<file path="config.mk">
export PLATFORM = sky130hd
export DESIGN_NAME = cswlh_core
export DESIGN_NICKNAME = d
export VERILOG_FILES = /design/src/include/cswlh_pkg.sv /design/src/design/cswlh_hazard.sv /design/src/design/cswlh_core.sv
export SDC_FILE = /design/constraint.sdc
export NUM_CORES = 1
export LEC_CHECK = 0
export ABC_AREA = 0
export BUFFER_PORTS_ARGS = -buffer_cell sky130_fd_sc_hd__buf_2
export CAP_MARGIN = 10
export CORE_MARGIN = 2
export CORE_UTILIZATION = 30
export DETAILED_ROUTE_END_ITERATION = 8
export PLACE_DENSITY = 0.59
export SYNTH_ARGS = -nofsm -noshare
export SYNTH_HDL_FRONTEND = slang
export SYNTH_SLANG_ARGS = --single-unit
</file>
<file path="constraint.sdc">
create_clock -name i_clk -period 5.9 [get_ports i_clk]
set_clock_uncertainty 0.2 [all_clocks]
set_input_delay 0.59 -clock i_clk [delete_from_list [all_inputs] [get_ports i_clk]]
set_output_delay 0.59 -clock i_clk [all_outputs]
set_load 0.03 [all_outputs]
</file>
<file path="src/include/cswlh_pkg.sv">
`default_nettype none

package cswlh_pkg;

    // ----------------------------------------------------------------
    // Instruction classes seen by the sequencing model
    // ----------------------------------------------------------------
    typedef enum logic [3:0] {
        OP_NOP,
        OP_OTHER,
        OP_BIS_SW,
        OP_INT_ENABLE,
        OP_MULTI_POP_SW,
        OP_CALL,
        OP_CALLA,
        OP_ROTM,
        OP_IND_PC_SRC
    } cswlh_op_t;

    typedef enum logic [2:0] {
        AM_REG,
        AM_IDX,
        AM_ABS,
        AM_SYM,
        AM_IND,
        AM_INC,
        AM_IMM
    } cswlh_am_t;

    typedef enum logic [1:0] {
        ROT_RRC,
        ROT_RRA,
        ROT_RRU,
        ROT_RLA
    } cswlh_rot_t;

    typedef enum logic {
        PUSH_PC,
        PUSH_SW
    } cswlh_push_t;

    // ----------------------------------------------------------------
    // Carriers
    // ----------------------------------------------------------------
    typedef struct packed {
        cswlh_op_t  op;
        cswlh_am_t  src_am;
        logic       dst_pc;
        cswlh_rot_t rot;
        logic       sets_halt;
        logic       sets_gie;
    } cswlh_instr_t;

    typedef struct packed {
        logic pc_pair;
        logic dma_pair;
        logic rot_pair;
    } cswlh_haz_t;

    typedef struct packed {
        logic hang;
        logic unpredictable;
        logic pc_corrupt;
        logic dma_blocked;
    } cswlh_fault_t;

    // ----------------------------------------------------------------
    // Reset values
    // ----------------------------------------------------------------
    localparam cswlh_fault_t FAULT_RST = '0;
    localparam cswlh_instr_t INSTR_RST = '0;
    localparam logic         GIE_RST   = 1'b0;
    localparam logic         HALT_RST  = 1'b0;

    // ----------------------------------------------------------------
    // Shared decoding
    // ----------------------------------------------------------------
    function automatic logic is_call(input cswlh_op_t op);
        is_call = (op == OP_CALL) || (op == OP_CALLA);
    endfunction

    function automatic logic call_mode_hit(input cswlh_am_t am);
        call_mode_hit = (am == AM_IND) || (am == AM_INC) || (am == AM_REG);
    endfunction

endpackage

`default_nettype wire

</file>
<file path="src/design/cswlh_hazard.sv">
`default_nettype none

module cswlh_hazard (
    input  wire logic                   i_prev_vld,
    input  wire cswlh_pkg::cswlh_instr_t i_prev,
    input  wire cswlh_pkg::cswlh_instr_t i_cur,
    output cswlh_pkg::cswlh_haz_t        o_haz
);

    logic bis_like;
    logic bis_src_hit;
    logic dma_src_hit;

    always_comb
    begin
        bis_like    = (i_prev.op == cswlh_pkg::OP_BIS_SW) || (i_prev.op == cswlh_pkg::OP_INT_ENABLE);
        bis_src_hit = (i_prev.op == cswlh_pkg::OP_INT_ENABLE)
                      || (i_prev.src_am == cswlh_pkg::AM_ABS)
                      || (i_prev.src_am == cswlh_pkg::AM_IDX)
                      || (i_prev.src_am == cswlh_pkg::AM_REG);
        dma_src_hit = (i_prev.src_am == cswlh_pkg::AM_REG) || (i_prev.src_am == cswlh_pkg::AM_IDX)
                      || (i_prev.src_am == cswlh_pkg::AM_ABS) || (i_prev.src_am == cswlh_pkg::AM_SYM);

        // Halt or interrupt-enable write directly followed by an affected call
        o_haz.pc_pair = i_prev_vld && bis_like && bis_src_hit
                        && (i_prev.sets_halt || i_prev.sets_gie || (i_prev.op == cswlh_pkg::OP_INT_ENABLE))
                        && cswlh_pkg::is_call(i_cur.op)
                        && cswlh_pkg::call_mode_hit(i_cur.src_am);

        // Low-power entry directly followed by register-mode extended call
        o_haz.dma_pair = i_prev_vld && (i_prev.op == cswlh_pkg::OP_BIS_SW) && i_prev.sets_halt
                         && dma_src_hit
                         && (i_cur.op == cswlh_pkg::OP_CALLA)
                         && (i_cur.src_am == cswlh_pkg::AM_REG);

        // Only directly adjacent rotates on the program counter
        o_haz.rot_pair = i_prev_vld && (i_prev.op == cswlh_pkg::OP_ROTM) && i_prev.dst_pc
                         && (i_cur.op == cswlh_pkg::OP_ROTM) && i_cur.dst_pc;
    end

endmodule

`default_nettype wire

</file>
<file path="src/design/cswlh_core.sv">
`default_nettype none

module cswlh_core (
    input  wire logic                   i_clk,
    input  wire logic                   i_rst_n,
    input  wire logic                   i_instr_valid,
    input  wire cswlh_pkg::cswlh_instr_t i_instr,
    input  wire logic                   i_irq,
    input  wire logic                   i_dma_req,
    input  wire logic                   i_dma_rmw_hold_off,
    output logic                        o_instr_ready,
    output logic                        o_retire,
    output logic                        o_retire_skipped,
    output logic                        o_halted,
    output logic                        o_gie,
    output logic                        o_push_valid,
    output cswlh_pkg::cswlh_push_t       o_push_kind,
    output logic                        o_dma_ack,
    output cswlh_pkg::cswlh_fault_t      o_fault
);

    // ----------------------------------------------------------------
    // Declarations
    // ----------------------------------------------------------------
    typedef enum logic [1:0] {
        ST_RUN,
        ST_PUSH_PC,
        ST_PUSH_SW,
        ST_HUNG
    } cswlh_state_t;

    cswlh_state_t            state_r;
    cswlh_state_t            state_nxt;
    cswlh_pkg::cswlh_instr_t prev_r;
    logic                    prev_vld_r;
    logic                    skip_r;
    logic                    halted_r;
    logic                    halted_nxt;
    logic                    gie_r;
    logic                    irq_d_r;
    logic                    arm_irq_r;
    logic                    corrupt_pend_r;
    logic                    dma_block_r;
    cswlh_pkg::cswlh_haz_t   haz;

    logic take;
    logic eff;
    logic halting;
    logic hang_now;
    logic irq_go;
    logic corrupt_now;
    logic bis_exec;

    // ----------------------------------------------------------------
    // Pair detection against the previously executed instruction
    // ----------------------------------------------------------------
    cswlh_hazard u_hazard (
        .i_prev_vld (prev_vld_r),
        .i_prev     (prev_r),
        .i_cur      (i_instr),
        .o_haz      (haz)
    );

    // ----------------------------------------------------------------
    // Decode of the current cycle
    // ----------------------------------------------------------------
    always_comb
    begin
        take     = i_instr_valid && o_instr_ready;
        eff      = take && !skip_r;
        halting  = eff && i_instr.sets_halt
                   && ((i_instr.op == cswlh_pkg::OP_BIS_SW) || (i_instr.op == cswlh_pkg::OP_MULTI_POP_SW));
        hang_now = eff && (i_instr.op == cswlh_pkg::OP_MULTI_POP_SW) && i_instr.sets_halt && i_irq;
        bis_exec = eff && ((i_instr.op == cswlh_pkg::OP_BIS_SW) || (i_instr.op == cswlh_pkg::OP_INT_ENABLE));
        // Interrupt seen one cycle before, at, or one cycle after the bit-set
        corrupt_now = eff && haz.pc_pair && (arm_irq_r || i_irq);
        irq_go   = (state_r == ST_RUN) && i_irq && gie_r && !halting && !hang_now;
    end

    // ----------------------------------------------------------------
    // Sequencer state
    // ----------------------------------------------------------------
    always_comb
    begin
        state_nxt = state_r;
        unique case (state_r)
            ST_RUN:
            begin
                if (hang_now)
                    state_nxt = ST_HUNG;
                else if (irq_go)
                    state_nxt = ST_PUSH_PC;
            end
            ST_PUSH_PC:
                state_nxt = ST_PUSH_SW;
            ST_PUSH_SW:
                state_nxt = ST_RUN;
            ST_HUNG:
                state_nxt = ST_HUNG;
        endcase
    end

    always_comb
    begin
        halted_nxt = halted_r;
        if (irq_go)
            halted_nxt = 1'b0;
        else if (halting)
            halted_nxt = 1'b1;
    end

    always_ff @(posedge i_clk or negedge i_rst_n)
    begin
        if (!i_rst_n)
            state_r <= ST_RUN;
        else
            state_r <= state_nxt;
    end

    // Halt takes effect after the one already-fetched instruction slot
    always_ff @(posedge i_clk or negedge i_rst_n)
    begin
        if (!i_rst_n)
        begin
            halted_r      <= cswlh_pkg::HALT_RST;
            o_instr_ready <= 1'b0;
        end
        else
        begin
            halted_r      <= halted_nxt;
            o_instr_ready <= (state_nxt == ST_RUN) && (!halted_nxt || (halting && !halted_r));
        end
    end

    always_ff @(posedge i_clk or negedge i_rst_n)
    begin
        if (!i_rst_n)
            gie_r <= cswlh_pkg::GIE_RST;
        else if (irq_go)
            gie_r <= 1'b0;
        else if (eff && ((i_instr.op == cswlh_pkg::OP_INT_ENABLE)
                         || ((i_instr.op == cswlh_pkg::OP_BIS_SW) && i_instr.sets_gie)))
            gie_r <= 1'b1;
    end

    // ----------------------------------------------------------------
    // Instruction history
    // ----------------------------------------------------------------
    always_ff @(posedge i_clk or negedge i_rst_n)
    begin
        if (!i_rst_n)
        begin
            prev_r     <= cswlh_pkg::INSTR_RST;
            prev_vld_r <= 1'b0;
        end
        else if (irq_go)
            prev_vld_r <= 1'b0;
        else if (eff)
        begin
            prev_r     <= i_instr;
            prev_vld_r <= 1'b1;
        end
        else if (take)
            prev_vld_r <= 1'b0;
    end

    always_ff @(posedge i_clk or negedge i_rst_n)
    begin
        if (!i_rst_n)
            skip_r <= 1'b0;
        else if (take)
            skip_r <= eff && (i_instr.op == cswlh_pkg::OP_IND_PC_SRC);
    end

    always_ff @(posedge i_clk or negedge i_rst_n)
    begin
        if (!i_rst_n)
        begin
            o_retire         <= 1'b0;
            o_retire_skipped <= 1'b0;
        end
        else
        begin
            o_retire         <= take;
            o_retire_skipped <= take && skip_r;
        end
    end

    // ----------------------------------------------------------------
    // Interrupt window and stack pushes
    // ----------------------------------------------------------------
    always_ff @(posedge i_clk or negedge i_rst_n)
    begin
        if (!i_rst_n)
        begin
            irq_d_r   <= 1'b0;
            arm_irq_r <= 1'b0;
        end
        else
        begin
            irq_d_r   <= i_irq;
            arm_irq_r <= bis_exec && (i_irq || irq_d_r);
        end
    end

    always_ff @(posedge i_clk or negedge i_rst_n)
    begin
        if (!i_rst_n)
            corrupt_pend_r <= 1'b0;
        else if (corrupt_now)
            corrupt_pend_r <= 1'b1;
        else if (state_r == ST_PUSH_SW)
            corrupt_pend_r <= 1'b0;
    end

    // Entry pushes counter then status word; a corrupted entry pushes the counter twice
    always_ff @(posedge i_clk or negedge i_rst_n)
    begin
        if (!i_rst_n)
        begin
            o_push_valid <= 1'b0;
            o_push_kind  <= cswlh_pkg::PUSH_PC;
        end
        else
        begin
            o_push_valid <= (state_nxt == ST_PUSH_PC) || (state_nxt == ST_PUSH_SW);
            if ((state_nxt == ST_PUSH_SW) && !corrupt_pend_r)
                o_push_kind <= cswlh_pkg::PUSH_SW;
            else
                o_push_kind <= cswlh_pkg::PUSH_PC;
        end
    end

    // ----------------------------------------------------------------
    // DMA service
    // ----------------------------------------------------------------
    always_ff @(posedge i_clk or negedge i_rst_n)
    begin
        if (!i_rst_n)
            dma_block_r <= 1'b0;
        else if (irq_go || !halted_nxt)
            dma_block_r <= 1'b0;
        else if (eff && haz.dma_pair && i_dma_rmw_hold_off)
            dma_block_r <= 1'b1;
    end

    always_ff @(posedge i_clk or negedge i_rst_n)
    begin
        if (!i_rst_n)
            o_dma_ack <= 1'b0;
        else
            o_dma_ack <= i_dma_req && !dma_block_r;
    end

    // ----------------------------------------------------------------
    // Visible state
    // ----------------------------------------------------------------
    always_ff @(posedge i_clk or negedge i_rst_n)
    begin
        if (!i_rst_n)
        begin
            o_halted <= cswlh_pkg::HALT_RST;
            o_gie    <= cswlh_pkg::GIE_RST;
            o_fault  <= cswlh_pkg::FAULT_RST;
        end
        else
        begin
            o_halted             <= halted_nxt;
            o_gie                <= gie_r;
            o_fault.dma_blocked  <= dma_block_r;
            if (hang_now)
                o_fault.hang <= 1'b1;
            if (eff && haz.rot_pair)
                o_fault.unpredictable <= 1'b1;
            if ((state_r == ST_PUSH_PC) && corrupt_pend_r)
                o_fault.pc_corrupt <= 1'b1;
        end
    end
endmodule

`default_nettype wire

</file>
==> metrics, run 1 <==
status completed; period utilization 38.19%; TritonCTS buffer count 5; total setup buffers inserted after CTS 0; Avg Inst Size Synth 12.48 um^2; Req. time, crit path about 6 ns; post-synthesis cell count slightly above 100; FP Rows 23; max reg flops 10; Mapped Area 0.001285 mm^2; f_max 443.8 MHz; Largest stage delay, worst path 0.56 ns; Vias per Instance 4.871; Synthesis Warnings 0; die span in y 69.45 um; top flop regs prev_r x10, o_fault x4, state_r x2; largest net degree at the start of global routing 32; die width around 69 um; Routed Antenna Nets 0; total congestion overflow 0; Max-Cap Viols 0; first-pass GRT wire length 4.436 mm; Reg clk slew, reported paths 0.06 ns; Total GRT Usage about an eighth; met1 Use GR between 10% and 20%; antenna violations before repair 0; Clock Path Buffers 2; Initial DRC Count 17; core area 0.004058 mm^2; Worst path top cell family by delay simple AND/OR/NAND/NOR gates; Via Count between 900 and 1000; Pleak slightly above 0.8 nW; root buffer cell clkbuf_8; Worst R2R End o_push_valid; Port Buffer Count 27; Final WS setup 3.647 ns; setup tns final 0 ns; VDD IR max 0.0001159 V; P&R area growth vs syn 23.86%; Hold WC Path Type in -> async; Most used DFF post-synth dfrtp_1; Final Max Slew Viols 0; Worst R2R Start skip_r; drt total wl 2.477 mm; Initial Util 31.67%; Post-synth EDFFs 0; Nets about 150; relative slew slack 55.76%; Worst setup SP type flip-flop; Ports 30; Area after DPL 0.001474 mm^2; DIE AREA 0.004823 mm^2; final setup vio count 0; layout cells sized above 1 34.56%; Distinct cells, synth 36; routability congestion estimate ~0.8; Cell Chain, Critical Path nand3b_1, or4_1, and2_1, a211oi_1, ha_1; RSZ-0062 raised after global routing no; post-synthesis sequential area ratio 60.37%; Worst Setup End Kind flip-flop; pre-CTS setup slack 3.433 ns; Final Hold Fails 0; largest reg by FF count prev_r; CTS Hold Buffers Added 0; clk_lat worst skew 0.28 ns; commonest non-fill, non-tap cell in the layout dfrtp_1; vias in the first global route 956; global route hottest layer met2; n_diodes 0; HPWL after detailed placement around 1.9 mm; Mapped Nets 122; DR DRC count 0; PD cells approximately 280 mW/mm^2; internal reg-to-reg setup slack 3.65 ns; Max FO, Critical Path 5; Crit path arrival time 2.22 ns; DRT Pass-1 Iters 4; CTS tree yes; htree depth 2; Synth Register Bits 31; crit path buf inv count 0; Async S/R FF share, synth 100.0%; met3 Use GR 5.814%; CP Class reg -> reg; Final Cell Area about 0.0016 mm^2; clock sink total 31; highest-count cells in the layout ignoring fill and taps 31 x dfrtp_1, 27 x buf_2, 13 x nor2_1; worst slew pin tran 0.6635 ns; fin crit period 2.253 ns; DR WL/cell 13.32 um; slowest CP cell or4_1; reg2reg path depth 5; met2 Use GR 18.59%; # resized after CTS 0
area by class of cell:
| cell class | instances | area (um^2) |
|---|---|---|
| Multi-Input combinational cell | 65 | 481.7 |
| Sequential cell | 31 | 775.7 |
| Tap cell | 50 | 62.56 |
| Inverter | 5 | 18.77 |
| Timing Repair Buffer | 27 | 135.1 |
| Clock buffer | 6 | 82.58 |
| Fill cell | 417 | 2466 |
| Clock inverter | 2 | 35.03 |
routing by layer:
| metal | up-vias | share of wire (%) |
|---|---|---|
| met1 | 441 | 45 |
| met3 | 6 | 6.9 |
| met2 | 26 | 46 |
| li1 | 433 | - |
| met4 | 0 | 2.0 |
| met5 | - | 0 |
Yosys cell counts (all sizes together) (2+ instances only):
library cell | number | area share [%]
a211oi | 3 | 1.8
a31o | 2 | 1.4
dfrtp | 31 | 60
inv | 5 | 1.5
mux2 | 10 | 8.8
nand2 | 2 | 0.58
nand2b | 2 | 0.97
nand3b | 2 | 1.2
nor2 | 13 | 3.8
nor3 | 2 | 0.78
nor4 | 2 | 0.97
nor4bb | 2 | 1.6
o21a | 2 | 1.2
o21ai | 2 | 0.78
or4 | 2 | 1.2
xnor2 | 2 | 1.4
kinds of logic (layout without fill, tap and decap cells):
group	after synthesis	count (layout)	synth area share [%]
fa+ha+maj	1	1	0.9736
simple gates	38	38	17.43
mux	10	10	8.764
compound gates	14	14	8.959
xor+xnor	2	2	1.363
flops	31	31	60.37
buf+inv	7	40	2.142
metrics by stage:
stage	hold WS, ns	total power, mW	utilization [%]	cells
after global placement	0.1940	0.2352	36.32	178
after CTS	0.1578	0.4531	39.22	186
after detailed placement	0.1930	0.2355	36.32	178
after global routing	0.1955	0.4660	39.22	186
final	0.1374	0.4443	39.22	186
after floorplan	0.09441	0.2227	-	103
how the worst max path moves through the flow:
stage	from	slack, ns	cells after the start	end
final	skip_r	3.65	5	o_push_valid
after CTS	skip_r	3.64	5	o_push_valid
after global routing	skip_r	3.57	5	o_push_valid
after detailed placement	i_instr_valid	3.43	6	o_push_valid
after floorplan	o_instr_ready	3.66	5	o_push_valid
after global placement	i_instr_valid	3.46	6	o_push_valid
report_power, final:
part           total [mW]  switching [mW]  internal (mW)
Clock               0.213          0.0766          0.136
Combinational      0.0178          0.0116        0.00617
Sequential          0.213        0.000148          0.213
worst reg2reg max path, stage by stage, from the launching register on:
cell and delay, ns:
dfrtp_1 0.40, nand3b_1 0.28, or4_1 0.56, and2_1 0.23, a211oi_1 0.20, ha_1 0.27
(Power assumes the default switching activity.)
==> run 2, diff against run 1 <==
--- a/config.mk
+++ b/config.mk
@@ -11,7 +11,7 @@
 export CORE_MARGIN = 2
 export CORE_UTILIZATION = 30
 export DETAILED_ROUTE_END_ITERATION = 8
-export PLACE_DENSITY = 0.59
+export PLACE_DENSITY = 0.6
 export SYNTH_ARGS = -nofsm -noshare
 export SYNTH_HDL_FRONTEND = slang
 export SYNTH_SLANG_ARGS = --single-unit
==> constraint.sdc (replaced) <==
create_clock -name i_clk -period 1.9 [get_ports i_clk]
set_clock_uncertainty 0.2 [all_clocks]
set_input_delay 0.19 -clock i_clk [delete_from_list [all_inputs] [get_ports i_clk]]
set_output_delay 0.19 -clock i_clk [all_outputs]
set_load 0.03 [all_outputs]
==> metrics, run 2 (synthesis gave the netlist of run 1 again) <==
Clock Path Buffers 2; Final Cell Area 0.001823 mm^2; core area 0.004058 mm^2; largest reg by FF count prev_r; Worst setup SP type flip-flop; fin cells 212; top flop regs prev_r x10, o_fault x4, state_r x2; relative slew slack 54.55%; Vias per Instance 4.825; Initial Util 31.67%; Min-Delay Path Depth 2; total congestion overflow 0; clock sink total 31; root buffer cell clkbuf_8; DRT Pass-1 Iters 4; DIE AREA 0.004823 mm^2; Initial DRC Count 30; Ports 30; highest-count cells in the layout ignoring fill and taps 30 x dfrtp_1, 27 x buf_2, 15 x buf_4; status finished, violations left; DR WL/cell approximately 14 um; failing checks negative setup slack; CTS tree yes; Reg clk slew, reported paths 0.07 ns; final setup vio count 3; Area after DPL about 0.0016 mm^2; die span in y 69.45 um; FP Rows 23; Port Buffer Count 27; total power around 1.2 mW; Final Hold Fails 0; internal reg-to-reg setup slack -0.08 ns; Pleak 0.9154 nW; PD cells a little under 700 mW/mm^2; hold path start i_instr[9]; worst slew pin tran 0.6817 ns; RSZ-0062 raised after global routing yes; P&R area growth vs syn 41.87%; max reg flops 10; Hold WC Path Type in -> reg; Req. time, crit path 1.87 ns; Worst R2R Start skip_r; Cell Chain, Critical Path nand3b_1, or4_4, and2_4, a211oi_2, ha_1; setup tns final -0.1526 ns; vias in the first global route 1092; Layout fillers 393; antenna violations before repair 0; Routed Antenna Nets 0; f_max 504.9 MHz; die width 69.45 um; pre-CTS setup slack -0.1463 ns; Total GRT Usage 13.68%; Final WS setup -0.08049 ns; slowest CP cell or4_4; commonest non-fill, non-tap cell in the layout dfrtp_1; Max FO, Critical Path 4; DP Cell Count 192; Final Max Slew Viols 0; clk_lat worst skew between 0.2 and 0.3 ns; DR DRC count 0; HPWL after detailed placement slightly above 2 mm; Worst R2R End o_push_valid; fin crit period approximately 2.0 ns; htree depth 2; first-pass GRT wire length around 5.0 mm; VDD IR max 0.0004006 V; drt total wl 2.865 mm; period utilization 104.2%; worst hold margin 0.02555 ns; TritonCTS buffer count 5; worst hold endpoint prev_r[9]; utilization after layout 44.93%; Nets 180; Worst Setup End Kind flip-flop; routability congestion estimate 0.7998; Largest stage delay, worst path 0.51 ns; Max-Cap Viols 0; layout cells sized above 1 42.59%; n_diodes 0; reg2reg path depth 5; CP Class reg -> reg; Crit path arrival time 1.95 ns; Via Count 1023; largest net degree at the start of global routing 32
## run 2: cell count changes in the layout (fill, tap and decap cells not counted), sizes merged
| cell | previous run | this run |
|---|---|---|
| bufinv | 1 | 0 |
| buf | 27 | 43 |
| clkbuf | 6 | 7 |
| dlygate4sd3 | 0 | 10 |
## run 2: where the power goes
part           internal (mW)  switching, mW  leakage (nW)  total (mW)
Sequential             0.662       0.000428         0.411       0.663
Combinational         0.0378         0.0412         0.462      0.0790
Clock                  0.256          0.239        0.0422       0.496
## run 2: cell type report
| type | count | area [um^2] | area share [%] |
|---|---|---|---|
| clock buffer | 7 | 76.32 | 4.187 |
| clock inverter | 1 | 5.005 | 0.2745 |
| inverter | 5 | 18.77 | 1.030 |
| multi-input combinational | 65 | 515.5 | 28.28 |
| sequential | 31 | 777.0 | 42.62 |
| tap | 50 | 62.56 | 3.432 |
| timing repair buffer | 53 | 367.9 | 20.18 |
## run 2: how the worst max path moves through the flow
stage                  startpoint             to  depth (start not counted)
finish                     skip_r   o_push_valid                          5
global route               skip_r   o_push_valid                          5
CTS                        skip_r   o_push_valid                          5
detailed placement         skip_r  o_instr_ready                          6
global placement           skip_r   o_push_valid                          5
floorplan           o_instr_ready   o_push_valid                          5
## run 2: timing repair
item,CTS,global route
setup endpoints to repair,4,4
hold endpoints to repair,40,0
buffers inserted,2,0
hold buffers,10,0
gates resized for setup,3,2
pin swaps,4,1
## run 2: worst max-delay path: cells and delay by family, from the launching register on
kind                     cells  cell delay [ns]
AND/OR/NAND/NOR              3             0.89
flip-flops                   1             0.37
adder cells (fa/ha/maj)      1             0.26
AO/OA/AOI/OAI                1             0.15
## run 2: metal layers
metal / global-route usage, % / share of wire (%)
met2: 21.37 / 47
met5: 0 / 0
met4: 7.843 / 2.8
met1: 16.22 / 46
met3: 4.942 / 4.9
==> run 3, diff against run 2 <==
--- a/config.mk
+++ b/config.mk
@@ -5,13 +5,12 @@
 export SDC_FILE = /design/constraint.sdc
 export NUM_CORES = 1
 export LEC_CHECK = 0
-export ABC_AREA = 0
-export BUFFER_PORTS_ARGS = -buffer_cell sky130_fd_sc_hd__buf_2
 export CAP_MARGIN = 10
 export CORE_MARGIN = 2
-export CORE_UTILIZATION = 30
+export CORE_UTILIZATION = 54
 export DETAILED_ROUTE_END_ITERATION = 8
-export PLACE_DENSITY = 0.6
+export DONT_BUFFER_PORTS = 1
+export PLACE_DENSITY = 0.81
 export SYNTH_ARGS = -nofsm -noshare
 export SYNTH_HDL_FRONTEND = slang
 export SYNTH_SLANG_ARGS = --single-unit
==> metrics, run 3 (synthesis gave the netlist of run 1 again) <==
HPWL after detailed placement roughly 1.8 mm; Worst R2R Start skip_r; Via Count between 900 and 1000; hold path start i_instr[10]; reg2reg path depth 5; commonest non-fill, non-tap cell in the layout dfrtp_1; CTS tree yes; Total GRT Usage 25.05%; internal reg-to-reg setup slack -0.15 ns; total congestion overflow 0; Final Max Slew Viols 0; Final Hold Fails 0; n_diodes 0; Layout fillers 138; Worst setup SP type flip-flop; Largest stage delay, worst path 0.53 ns; Vias per Instance 5.741; Routed Antenna Nets 0; failing checks negative setup slack; Worst Setup End Kind flip-flop; utilization after layout 77.25%; layout cells sized above 1 28.99%; FP Rows 17; Hold WC Path Type in -> reg; Initial Util 57.53%; Initial DRC Count 24; top flop regs prev_r x10, o_fault x4, state_r x2; period utilization 108.0%; RSZ-0062 raised after global routing yes; die width 52.78 um; clk_lat worst skew 0.34 ns; worst hold endpoint corrupt_pend_r; Reg clk slew, reported paths approximately 0.1 ns; P&R area growth vs syn 34.27%; Min-Delay Path Depth 3; root buffer cell clkbuf_4; antenna violations before repair 0; Req. time, crit path around 1.9 ns; Final WS setup -0.1522 ns; DIE AREA between 0.002 and 0.003 mm^2; DRT Pass-1 Iters 4; VDD IR max 0.0005726 V; drt total wl 3.040 mm; Net Sw Frac 21.19%; final setup vio count 4; worst slew pin tran 0.3721 ns; largest net degree at the start of global routing 32; status finished, violations left; htree depth 2; highest-count cells in the layout ignoring fill and taps 30 x dfrtp_1, 17 x dlygate4sd3_1, 13 x nor2_1; TritonCTS buffer count 5; CP Class reg -> reg; max reg flops 10; clock power share 42.6%; Clock Path Buffers 2; DR WL/cell 18.31 um; Ports 30; Max-Cap Viols 0; Nets 156; pre-CTS setup slack -0.1439 ns; Comb power frac about 5.4%; Port Buffer Count 0; core area 0.002233 mm^2; routability congestion estimate roughly 0.79; die span in y 52.78 um; P_sw 270.8 uW; Reg power frac 52.0%; total power 1.278 mW; first-pass GRT wire length 4.685 mm; setup tns final -0.3787 ns; DR DRC count 0; Cell Chain, Critical Path nand3b_1, or4_4, and2_4, a211oi_2, ha_1; PD cells roughly 740 mW/mm^2; largest reg by FF count prev_r; Max FO, Critical Path 3; relative slew slack between 70% and 80%; DP Cell Count 136; vias in the first global route 1011; clock sink total 31; Crit path arrival time 2.08 ns; fin crit period 2.052 ns; Worst R2R End o_push_valid; Power Internal between 1 and 1.5 mW; slowest CP cell or4_4; fin cells 166; f_max about 500 MHz; Pleak 0.8157 nW
## run 3: changes by cell type in the layout (fill, tap and decap cells not counted), sizes merged
cell         previous run  this run
buf                    43        12
bufinv                  0         1
clkbuf                  7         6
dlygate4sd3            10        17
## run 3: stage by stage
stage          hold slack, ns  instance area, um^2
5_1_grt               0.02060                 1725
6_report              0.01312                 1725
4_1_cts              0.004636                 1667
3_5_place_dp          -0.3047                 1378
2_1_floorplan         -0.3056                 1299
3_3_place_gp          -0.3048                 1378
## run 3: critical path: cells and delay by family, from the launching register on
| family | cells | cell delay, ns |
|---|---|---|
| simple gates | 3 | 0.91 |
| flops | 1 | 0.42 |
| fa+ha+maj | 1 | 0.26 |
| compound gates | 1 | 0.14 |
## run 3: layer usage
metal	wire [um]	GRT usage (%)
met4	74	11.54
met5	0	0
met2	1607	41.88
met1	1165	26.94
met3	193	11.14
## run 3: layout make-up
class	instances	area [um^2]	share of cell area, %
clock inverter	2	35.03	2.030
inverter	5	18.77	1.088
sequential	31	777.0	45.03
tap	28	35.03	2.030
clock buffer	6	51.30	2.973
multi-input combinational	65	519.2	30.09
timing repair buffer	29	289.0	16.75
## run 3: how the worst max path moves through the flow
stage | slack, ns | cells past startpoint | from | end
2_1_floorplan | -0.18 | 5 | o_instr_ready | o_push_valid
3_3_place_gp | -0.06 | 5 | skip_r | o_push_valid
3_5_place_dp | -0.14 | 6 | skip_r | o_instr_ready
4_1_cts | -0.08 | 5 | skip_r | o_push_valid
5_1_grt | -0.21 | 5 | skip_r | o_push_valid
6_report | -0.15 | 5 | skip_r | o_push_valid
## run 3: what timing repair did
item	in CTS	in global routing
endpoints found under the hold margin	54	1
setup buffers	1	3
setup endpoints to repair	3	15
hold buffers	17	2
pin swaps	2	6
gates resized for setup	3	3
## run 3: power groups by stage
stage	registers (mW)	logic [mW]	clock network, mW
6_report	0.664	0.0695	0.544
5_1_grt	0.665	0.0762	0.583
4_1_cts	0.664	0.0634	0.551
3_5_place_dp	0.678	0.0137	0
3_3_place_gp	0.677	0.0129	0
2_1_floorplan	0.677	0.0140	0
